==> config.mk <==
export PLATFORM = sky130hd
export DESIGN_NAME = sac_ctrl
export DESIGN_NICKNAME = d
export VERILOG_FILES = /design/src/design/sac_pkg.sv /design/src/design/sac_sar_reg.sv /design/src/design/sac_ctrl.sv
export SDC_FILE = /design/constraint.sdc
export NUM_CORES = 1
export LEC_CHECK = 0
export ABC_AREA = 1
export BUFFER_PORTS_ARGS = -buffer_cell sky130_fd_sc_hd__buf_2
export CORE_AREA = 2 2 60 119
export CTS_CLUSTER_SIZE = 25
export DETAILED_ROUTE_END_ITERATION = 10
export DIE_AREA = 0 0 62 121
export PLACE_DENSITY = 0.76
export SLEW_MARGIN = 10
export SYNTH_ARGS = -nofsm -noshare
export SYNTH_HDL_FRONTEND = slang
export SYNTH_SLANG_ARGS = --single-unit
==> constraint.sdc <==
create_clock -name clock_in -period 2.5 [get_ports clock_in]
set_input_delay 0.25 -clock clock_in [delete_from_list [all_inputs] [get_ports clock_in]]
set_output_delay 0.25 -clock clock_in [all_outputs]
set_load 0.02 [all_outputs]
==> src/design/sac_pkg.sv <==
// Purpose: Shared constants and types for the converter control block
// Assumes: 250 MHz clock, 12-bit successive approximation
// Notes:   Timing counts derive from times in ns, except CLK_LOW_CYC, which is given in cycles
package sac_pkg;

    localparam int          RES_BITS        = 12;
    localparam int          CLK_PERIOD_NS   = 4;
    // Least start pulse width
    localparam int          START_MIN_NS    = 100;
    localparam int          START_MIN_CYC   = (START_MIN_NS + CLK_PERIOD_NS - 1) / CLK_PERIOD_NS;
    // Longest conversion, slow and fast variants
    localparam int          CONV_SLOW_NS    = 8000;
    localparam int          CONV_FAST_NS    = 4000;
    localparam int          CONV_SLOW_CYC   = CONV_SLOW_NS / CLK_PERIOD_NS;
    localparam int          CONV_FAST_CYC   = CONV_FAST_NS / CLK_PERIOD_NS;
    // Bit period: twelve decisions plus one settle slot must fit, rounded down
    localparam int          BIT_SLOW_CYC    = CONV_SLOW_CYC / (RES_BITS + 1);
    localparam int          BIT_FAST_CYC    = CONV_FAST_CYC / (RES_BITS + 1);
    // Clock-out low phase within a bit period
    localparam int          CLK_LOW_CYC     = 4;
    localparam logic [11:0] RESULT_RST      = 12'h000;
    localparam logic [11:0] MIDSCALE        = 12'h800;

    typedef enum logic {
        SAC_UNIPOLAR,
        SAC_BIPOLAR
    } sac_range_t;

    // Result as seen at the parallel pins
    typedef struct packed {
        logic [11:0] data;
        logic        msb_inv;
    } sac_result_t;

    // Serial stream pins
    typedef struct packed {
        logic        sdata;
        logic        sclk;
    } sac_serial_t;

endpackage

==> src/design/sac_sar_reg.sv <==
// Purpose: Successive approximation register holding trial and decided bits
// Assumes: One decision per decide_in pulse, MSB first
// Notes:   Result comes straight out of a register
`timescale 1ns/100ps
module sac_sar_reg (
    // Clock and reset
    input  wire logic        clock_in,
    input  wire logic        rst_in,
    // Control
    input  wire logic        clear_in,
    input  wire logic        decide_in,
    input  wire logic [3:0]  index_in,
    input  wire logic        cmp_in,
    // State
    output logic      [11:0] code_out
);

    logic [11:0] code;
    logic [11:0] next_code;

    always_comb begin
        next_code = code;
        if (clear_in) begin
            next_code = sac_pkg::MIDSCALE;
        end else if (decide_in) begin
            next_code[index_in] = cmp_in;
            if (index_in != 4'h0) begin
                next_code[index_in - 4'h1] = 1'b1;
            end
        end
    end

    always_ff @(posedge clock_in) begin
        if (rst_in) begin
            code <= sac_pkg::RESULT_RST;
        end else begin
            code <= next_code;
        end
    end

    assign code_out = code;

endmodule

==> src/design/sac_ctrl.sv <==
// Purpose: Digital control and output side of a 12-bit SAR converter
// Assumes: Comparator result arrives from the analog side as a pin
// Notes:   Start high holds reset; conversion runs after it falls
// Function
// RQ1: Start high resets; falling edge starts conversion
// RQ2: Status high in reset and conversion
// RQ3: Parallel result held until next start
// RQ4: Resolve each sample to twelve bits
// RQ5: Unipolar result is straight binary
// RQ6: Bipolar result is offset binary
// RQ7: Inverted MSB output gives two's complement
// RQ8: Serial NRZ decisions, MSB first
// RQ9: Serial coding matches parallel range coding
// RQ10: Clock out pulses low only during conversion
// RQ11: Conversion within 8 or 4 us
// RQ12: Twelve clock pulses; status falls after last
`timescale 1ns/100ps
module sac_ctrl (
    // Clock and reset
    input  wire logic                clock_in,
    input  wire logic                rst_in,
    // Host control pins
    input  wire logic                start_in,
    input  wire logic                fast_in,
    input  wire sac_pkg::sac_range_t range_in,
    // Analog side
    input  wire logic                cmp_in,
    output logic [11:0]              dac_code_out,
    // Outputs
    output logic                     status_out,
    output sac_pkg::sac_result_t     result_out,
    output sac_pkg::sac_serial_t     serial_out,
    output logic                     short_start_out
);

    typedef enum logic [1:0] {
        SAC_IDLE,
        SAC_HOLD,
        SAC_CONV,
        SAC_DONE
    } sac_state_t;

    // Pin synchronisers
    logic [1:0] start_sync;
    logic [1:0] cmp_sync;
    logic [1:0] fast_sync;
    logic [1:0] range_sync;

    always_ff @(posedge clock_in) begin
        if (rst_in) begin
            start_sync <= 2'h0;
            cmp_sync   <= 2'h0;
            fast_sync  <= 2'h0;
            range_sync <= 2'h0;
        end else begin
            start_sync <= {start_sync[0], start_in};
            cmp_sync   <= {cmp_sync[0], cmp_in};
            fast_sync  <= {fast_sync[0], fast_in};
            range_sync <= {range_sync[0], range_in == sac_pkg::SAC_BIPOLAR};
        end
    end

    logic start_s;
    logic cmp_s;
    assign start_s = start_sync[1];
    assign cmp_s   = cmp_sync[1];

    function automatic logic [11:0] bit_period(input logic fast);
        bit_period = fast ? 12'(sac_pkg::BIT_FAST_CYC) : 12'(sac_pkg::BIT_SLOW_CYC);
    endfunction

    // Control state
    sac_state_t  state;
    sac_state_t  next_state;
    logic [11:0] tick;
    logic [11:0] next_tick;
    logic [3:0]  index;
    logic [3:0]  next_index;
    logic [11:0] period;
    logic [11:0] next_period;
    logic [7:0]  hold_cnt;
    logic [7:0]  next_hold_cnt;
    logic        status;
    logic        next_status;
    logic        short_start;
    logic        next_short_start;
    logic        sclk;
    logic        next_sclk;
    logic        sdata;
    logic        next_sdata;
    logic [11:0] result;
    logic [11:0] next_result;
    logic        bipolar;
    logic        next_bipolar;
    logic        sar_clear;
    logic        sar_decide;
    logic [11:0] code;

    sac_sar_reg u_sar (
        .clock_in  (clock_in),
        .rst_in    (rst_in),
        .clear_in  (sar_clear),
        .decide_in (sar_decide),
        .index_in  (index),
        .cmp_in    (cmp_s),
        .code_out  (code)
    );

    always_comb begin
        next_state       = state;
        next_tick        = tick;
        next_index       = index;
        next_period      = period;
        next_hold_cnt    = hold_cnt;
        next_status      = status;
        next_short_start = short_start;
        next_sclk        = 1'b1;
        next_sdata       = sdata;
        next_result      = result;
        next_bipolar     = bipolar;
        sar_clear        = 1'b0;
        sar_decide       = 1'b0;
        case (state)
            SAC_IDLE, SAC_DONE: begin
                // A start seen in the done cycle keeps status high with no dip
                next_status = 1'b0; // RQ2 RQ12
                if (start_s) begin
                    next_state    = SAC_HOLD; // RQ1
                    next_status   = 1'b1; // RQ2
                    next_hold_cnt = 8'h1;
                end
            end
            SAC_HOLD: begin
                next_status = 1'b1; // RQ2
                sar_clear   = 1'b1;
                if (hold_cnt != 8'hff) begin
                    next_hold_cnt = hold_cnt + 8'h1;
                end
                if (!start_s) begin
                    // Start too short is flagged but still honoured
                    next_short_start = (hold_cnt < 8'(sac_pkg::START_MIN_CYC)); // RQ1
                    next_state       = SAC_CONV; // RQ1
                    next_tick        = 12'h0;
                    next_index       = 4'hb; // RQ4
                    next_period      = bit_period(fast_sync[1]); // RQ11
                    next_bipolar     = range_sync[1];
                    next_result      = sac_pkg::RESULT_RST; // RQ3
                end
            end
            SAC_CONV: begin
                next_status = 1'b1; // RQ2
                next_tick   = tick + 12'h1;
                // Clock low in the first slots of each bit period
                next_sclk   = (tick >= 12'(sac_pkg::CLK_LOW_CYC)); // RQ10
                if (tick == period - 12'h1) begin
                    // Decision at end of the bit period
                    sar_decide = 1'b1; // RQ8
                    next_sdata = cmp_s; // RQ8 RQ9
                    next_tick  = 12'h0;
                    if (index == 4'h0) begin
                        next_state = SAC_DONE; // RQ12
                        next_sclk  = 1'b1;
                    end else begin
                        next_index = index - 4'h1;
                    end
                end
                if (start_s) begin
                    next_state    = SAC_HOLD; // RQ1
                    next_hold_cnt = 8'h1;
                    next_sclk     = 1'b1;
                end
            end
            default: begin
                next_state = SAC_IDLE;
            end
        endcase
        // Latch result once last decision has settled
        if (state == SAC_DONE && status) begin
            next_result = code; // RQ3 RQ5 RQ6
        end
    end

    always_ff @(posedge clock_in) begin
        if (rst_in) begin
            state       <= SAC_IDLE;
            tick        <= 12'h0;
            index       <= 4'h0;
            period      <= 12'h0;
            hold_cnt    <= 8'h0;
            status      <= 1'b0;
            short_start <= 1'b0;
            sclk        <= 1'b1;
            sdata       <= 1'b0;
            result      <= sac_pkg::RESULT_RST;
            bipolar     <= 1'b0;
        end else begin
            state       <= next_state;
            tick        <= next_tick;
            index       <= next_index;
            period      <= next_period;
            hold_cnt    <= next_hold_cnt;
            status      <= next_status;
            short_start <= next_short_start;
            sclk        <= next_sclk;
            sdata       <= next_sdata;
            result      <= next_result;
            bipolar     <= next_bipolar;
        end
    end

    // Output registers
    always_ff @(posedge clock_in) begin
        if (rst_in) begin
            // Inverted MSB pin agrees with the cleared result from reset on
            result_out      <= '{data: sac_pkg::RESULT_RST, msb_inv: ~sac_pkg::RESULT_RST[11]}; // RQ7
            serial_out      <= '{sdata: 1'b0, sclk: 1'b1};
            status_out      <= 1'b0;
            short_start_out <= 1'b0;
            dac_code_out    <= sac_pkg::RESULT_RST;
        end else begin
            result_out.data    <= next_result; // RQ3
            result_out.msb_inv <= ~next_result[11]; // RQ7
            serial_out.sdata   <= next_sdata; // RQ8
            serial_out.sclk    <= next_sclk; // RQ10
            status_out         <= next_status; // RQ2
            short_start_out    <= next_short_start;
            dac_code_out       <= code;
        end
    end

endmodule

Word-level counts from Yosys, hierarchy flattened
Index checks and enable logic that the tools add are counted.
{"block": "word_totals", "regBits": 85, "inputBits": 6, "output_inout_bits": 29, "elab_cells": 104}
{"block": "op_classes", "add_sub_neg": 4, "order_cmp": 6, "eq_ne": 14, "mux": 37, "n_bitwise": 4, "reduce_logical": 21}
{"cell": "$mux 12", "count": 8}
{"cell": "$mux 8", "count": 3}
{"cell": "$pmux 12 s2", "count": 1}
{"cell": "$pmux 8 s2", "count": 1}
{"cell": "$add 12x1->12 const B", "count": 1}
{"cell": "$bwmux 12", "count": 1}
{"cell": "$eq 12x12->1", "count": 1}
{"cell": "$ge 12x3->1 const B", "count": 1}
{"cell": "$mux 4", "count": 3}
{"cell": "$or 12x12->12", "count": 1}
{"cell": "$sub 12x1->12 const B", "count": 1}
{"cell": "$lt 4x5->1 const B", "count": 2}
{"cell": "$mux 1", "count": 10}
{"cell": "$mux 2", "count": 5}
{"cell": "$ne 2x2->1 const B", "count": 5}
{"cell": "$reduce_and 2->1", "count": 5}
{"cell": "$add 8x1->8 const B", "count": 1}
{"cell": "$demux 1 s4", "count": 2}
{"cell": "$ge 4x1->1 const B", "count": 2}
{"cell": "$lt 8x5->1 const B", "count": 1}
{"cell": "$ne 8x8->1 const B", "count": 1}
{"cell": "$pmux 4 s2", "count": 1}
{"cell": "$reduce_and 4->1", "count": 2}
{"cell": "$ne 3x3->1 const B", "count": 2}
{"cell": "other kinds (14)", "count": 25}

Logic depth before layout (Yosys ltp)
{"block": "logic_depth", "ltp_word": 9, "mapped_depth": 15, "ltp_nobuf": 15}

By module
A second synthesis with hierarchy kept.
{"block": "unflattened", "hier_cells": 501, "area_unflattened_um2": 3621.0}
{"mod": "sac_ctrl", "n_inst": 1, "cells_per_inst": 386, "area_per_inst_um2": 2915.3, "seq_area_each_um2": 1281.2}
{"mod": "sac_sar_reg", "n_inst": 1, "cells_per_inst": 115, "area_per_inst_um2": 705.7, "seq_area_each_um2": 240.2}

Worst setup path before layout
No wires, ideal clock.
{"block": "synth_timing", "kind": "register to register", "startpoint": "register period[6]", "endpoint": "register serial_out[1] in the netlist's numbering", "setup_time_ps": 115, "arrival_ps": 1714, "required_ps": 2385, "slack_ps": 672, "path_stages_with_launch": 14, "path_buffers": 0, "synth_period_minus_slack_ps": 1828, "path_cell_list": "dfxtp_1 > inv_1 > ha_1 > inv_1 > nand2_1 > nand2_1 > nand2_1 > nor2_2 > nand3_2 > nor2_4 > nand3_2 > nor2_4 > a21oi_1 > o21a_1"}
{"block": "synth_between", "elab_chain_len": 3}
{"element": "start, declared", "line": "sac_ctrl.sv:79", "text": "logic [11:0] period;"}
{"element": "start signal, assigned", "line": "sac_ctrl.sv:200", "text": "period <= next_period;"}
{"element": "$sub 12x1->12", "line": "sac_ctrl.sv:155", "text": "if (tick == period - 12'h1) begin"}
{"element": "$eq 12x12->1", "line": "sac_ctrl.sv:155"}
{"element": "$reduce_and 2->1 (no line)"}
{"element": "end signal, assigned", "line": "sac_ctrl.sv:216", "text": "serial_out <= '{sdata: 1'b0, sclk: 1'b1};"}
{"element": "end, declared", "line": "sac_ctrl.sv:32", "text": "output sac_pkg::sac_serial_t serial_out,"}
No other way between the ends.
A chain may end at the register's enable or synchronous reset.

Final worst setup path
{"block": "layout_timing", "startpoint": "register period[4]", "endpoint": "register u_sar.code[4] (netlist: u_sar.code_out[4])"}
{"block": "layout_between", "elab_chain_len": 4}
{"element": "$sub 12x1->12", "line": "sac_ctrl.sv:155"}
{"element": "$eq 12x12->1", "line": "sac_ctrl.sv:155"}
{"element": "$mux 1", "line": "sac_ctrl.sv:155"}
{"element": "$mux 1", "line": "sac_ctrl.sv:123", "text": "case (state)"}
{"element": "end signal, assigned", "line": "sac_sar_reg.sv:35", "text": "code <= sac_pkg::RESULT_RST;"}
{"element": "end signal, assigned", "line": "sac_sar_reg.sv:37", "text": "code <= next_code;"}
{"element": "end, declared", "line": "sac_sar_reg.sv:18", "text": "logic [11:0] code;"}
No other way between the ends.

==> flow_metrics.env <==
export IMPL_status="completed"
export IMPL_wire_per_inst_um=13.87
export IMPL_place_hpwl_um=6559
export IMPL_post_cts_resized=0
export IMPL_yosysTopAreaCell="dfxtp_1"
export IMPL_antenna_cells=0
export IMPL_cts_htree_levels=3
export IMPL_yosysSeqAreaShare_pct=40.15
export IMPL_ios=35
export IMPL_synth_most_common_cell="nand2_1"
export IMPL_critical_path_slowest_cell="dfxtp_1"
export IMPL_antenna_found_initial=0
export IMPL_cp_start_kind="flop"
export IMPL_period_share_pct=88.65
export IMPL_ant_nets=0
export IMPL_async_flop_share_pct=0
export IMPL_grt_pass1_vias=3461
export IMPL_setup_ws_ps=283.8
export IMPL_rr_endpoint="u_sar.code_out[4]$_SDFFE_PP0P_"
export IMPL_arrival_ps=2440
export IMPL_ys_types=42
export IMPL_core_mm2=0.006569
export IMPL_grt_pass1_wl_um=14850
export IMPL_r2r_slack_ps=280
export IMPL_synth_warnings=0
export IMPL_wl_um=8947
export IMPL_crit_buf_inv=2
export IMPL_rsz0062_at_grt="false"
export IMPL_cp_depth=12
export IMPL_setup_tns_ps=0
export IMPL_layout_nets=572
export IMPL_synth_ff_type="dfxtp_1"
export IMPL_drtPass1Iterations=5
export IMPL_worstSetupStartpoint="period[4]$_SDFFE_PP0P_"
export IMPL_drive_gt1_share_pct=15.26
export IMPL_num_vias=3512
export IMPL_reg2regPathDepth=12
export IMPL_instances_no_fill=645
export IMPL_grt_overflow=0
export IMPL_die_h_um=121
export IMPL_dpl_cell_count=629
export IMPL_cts_buffers=9
export IMPL_syn_nets=542
export IMPL_clockBufferDepth=2
export IMPL_finalHoldViolCount=0
export IMPL_cts_sinks=76
export IMPL_clk_pin_slew_ps=60
export IMPL_slew_violations=0
export IMPL_pre_cts_slack_ps=359.3
export IMPL_slowest_delay_ps=410
export IMPL_fin_skew_ps=7.284
export IMPL_crit_end="u_sar.code_out[4]$_SDFFE_PP0P_"
export IMPL_finalSetupViolations=0
export IMPL_gp_congestion=0.9873
export IMPL_groute_usage_overall_pct=26.27
export IMPL_insertion_delay_ps=340
export IMPL_syn_to_final_growth_pct=13.70
export IMPL_synthTopCellsByArea="dfxtp_1 40%, nand2_1 12%, inv_1 7.1%, nor2_1 5.3%, a21oi_1 5.3%"
export IMPL_r2r_start="period[4]$_SDFFE_PP0P_"
export IMPL_synth_edf_count=0
export IMPL_worstSetupPathType="reg -> reg"
export IMPL_initial_core_util_pct=57.70
export IMPL_floorplan_die_area_mm2=0.007502
export IMPL_synthTopCellsByCount="117 x nand2_1, 76 x dfxtp_1, 72 x inv_1, 54 x nor2_1, 40 x a21oi_1"
export IMPL_port_buffers=33
export IMPL_worstMarginPinSlew_ps=733.6
export IMPL_worstPathMaxFanout=10
export IMPL_fmax_mhz=451.2
export IMPL_critPathTopFamily="simple AND/OR/NAND/NOR gates"
export IMPL_hp_class="in -> reg"
export IMPL_cp_cell_sequence="inv_2 > ha_1 > inv_1 > nand2_1 > nand2_1 > nand2_1 > nor2_2 > nand3_2 > nor2_4 > nand4_2 > o21ai_0 > a21oi_1"
export IMPL_drtIter0Drc=148
export IMPL_rows=42
export IMPL_cts_tree="yes"
export IMPL_ctsHoldBuffers=0
export IMPL_relSlewSlack_pct=51.04
export IMPL_post_cts_setup_buffers=0
export IMPL_syn_avg_cell_area_um2=7.260
export IMPL_synth_top_cell_area_share_pct=40.15
export IMPL_cp_data_required_time_ps=2720
export IMPL_route_detailed_drc=0
export IMPL_ys_ff_latch=76
export IMPL_leakage_nw=1.858
export IMPL_postSynthCellCount=522
export IMPL_path_common_cell="nand2_1"
export IMPL_cap_viol_max_count=0
export IMPL_powerDensity_mw_per_mm2=925.7
export IMPL_post_route_min_period_ps=2216
export IMPL_grt_max_degree=44
export IMPL_end_kind="flop"
export IMPL_netlist_area_mm2=0.003790
export IMPL_viasPerCell=5.445
export IMPL_die_w_um=62
export IMPL_root_buffer="clkbuf_16"
export IMPL_ir_worst_vdd_v=0.0005955
cell families after synthesis:
group	after synthesis	synth area share [%]
adder cells (fa/ha/maj)	14	4.622
AND/OR/NAND/NOR	235	28.13
AO/OA/AOI/OAI	99	15.98
buffers and inverters	94	10.00
XOR/XNOR	4	1.123
flip-flops	76	40.15
how the worst min path moves through the flow:
stage / startpoint / endpoint / slack [ps] / cells past startpoint
2_1_floorplan: cmp_in / cmp_sync[0]$_SDFF_PP0_ / 360 / 2
3_3_place_gp: start_sync[0]$_SDFF_PP0_ / start_sync[1]$_SDFF_PP0_ / 390 / 2
3_5_place_dp: start_sync[0]$_SDFF_PP0_ / start_sync[1]$_SDFF_PP0_ / 410 / 2
4_1_cts: start_in / start_sync[0]$_SDFF_PP0_ / 110 / 3
5_1_grt: start_in / start_sync[0]$_SDFF_PP0_ / 120 / 3
6_report: start_in / start_sync[0]$_SDFF_PP0_ / 120 / 3
worst reg2reg max path: stages, from the launching register on:
cell	delay, ps
dfxtp_1	410
inv_2	130
ha_1	340
inv_1	60
nand2_1	40
nand2_1	60
nand2_1	70
nor2_2	120
nand3_2	100
nor2_4	130
nand4_2	270
o21ai_0	310
a21oi_1	60
layout by cell type (no fill, tap or decap), types with 2 or more instances in the layout:
cell type / Yosys / routed
a21oi_1: 40 / 40
a21oi_2: 2 / 2
a31oi_1: 4 / 4
buf_2: 5 / 33
buf_4: 1 / 3
clkbuf_16: 0 / 9
clkbuf_8: 0 / 2
clkinvlp_4: 0 / 2
dfxtp_1: 76 / 76
ha_1: 14 / 14
inv_1: 72 / 72
inv_2: 4 / 4
nand2_1: 117 / 117
nand2_2: 5 / 5
nand3_1: 26 / 26
nand3_2: 6 / 6
nand4_1: 7 / 7
nor2_1: 54 / 54
nor2_2: 3 / 3
nor2_4: 4 / 4
nor3_1: 4 / 4
nor3_2: 3 / 3
o211ai_1: 3 / 3
o21a_1: 2 / 2
o21ai_0: 23 / 23
o21ai_1: 2 / 2
o21ai_2: 2 / 2
o21bai_1: 3 / 3
o221ai_1: 4 / 4
o32ai_1: 11 / 11
or2_1: 2 / 2
xor2_1: 3 / 3
per-layer routing:
metal  global-route usage, %  part of all wire, %
met5                       0                    0
met4                   13.43                  3.4
met3                   5.970                  3.0
met2                   46.81                   56
met1                   26.46                   38
state kept, by name, summed over array words and instances, names as in the netlist, 3 cells and up:
name,count
tick,12
u_sar.code_out,12
period,3
hold_cnt,8
index,4
dac_code_out,12
result_out,13
per-stage QoR:
stage                     instance area, um2  hold slack (ps)  util, %  power, W
after floorplan                         3790            357.0        -  0.002376
after global placement                  3998            393.7    60.86  0.002627
after detailed placement                3998            407.0    60.86  0.002655
after CTS                               4309            112.5    65.60  0.003995
after global routing                    4309            122.1    65.60  0.004208
final                                   4309            117.0    65.60  0.003989
cell type report:
| cell class | instances | area, um2 |
|---|---|---|
| Inverter | 77 | 289.0 |
| Clock buffer | 11 | 252.7 |
| Clock inverter | 5 | 58.81 |
| Fill cell | 596 | 2260 |
| Sequential cell | 76 | 1521 |
| Tap cell | 88 | 110.1 |
| Timing Repair Buffer | 36 | 187.7 |
| Multi-Input combinational cell | 352 | 1889 |
where the power goes:
group	leakage, nW	internal [W]	switching, W
Sequential	0.616	0.00130	0.0000841
Combinational	1.09	0.000385	0.000877
Clock	0.148	0.000828	0.000515
Total	1.86	0.00251	0.00148
Note: power is estimated with default switching activity, not from simulation.
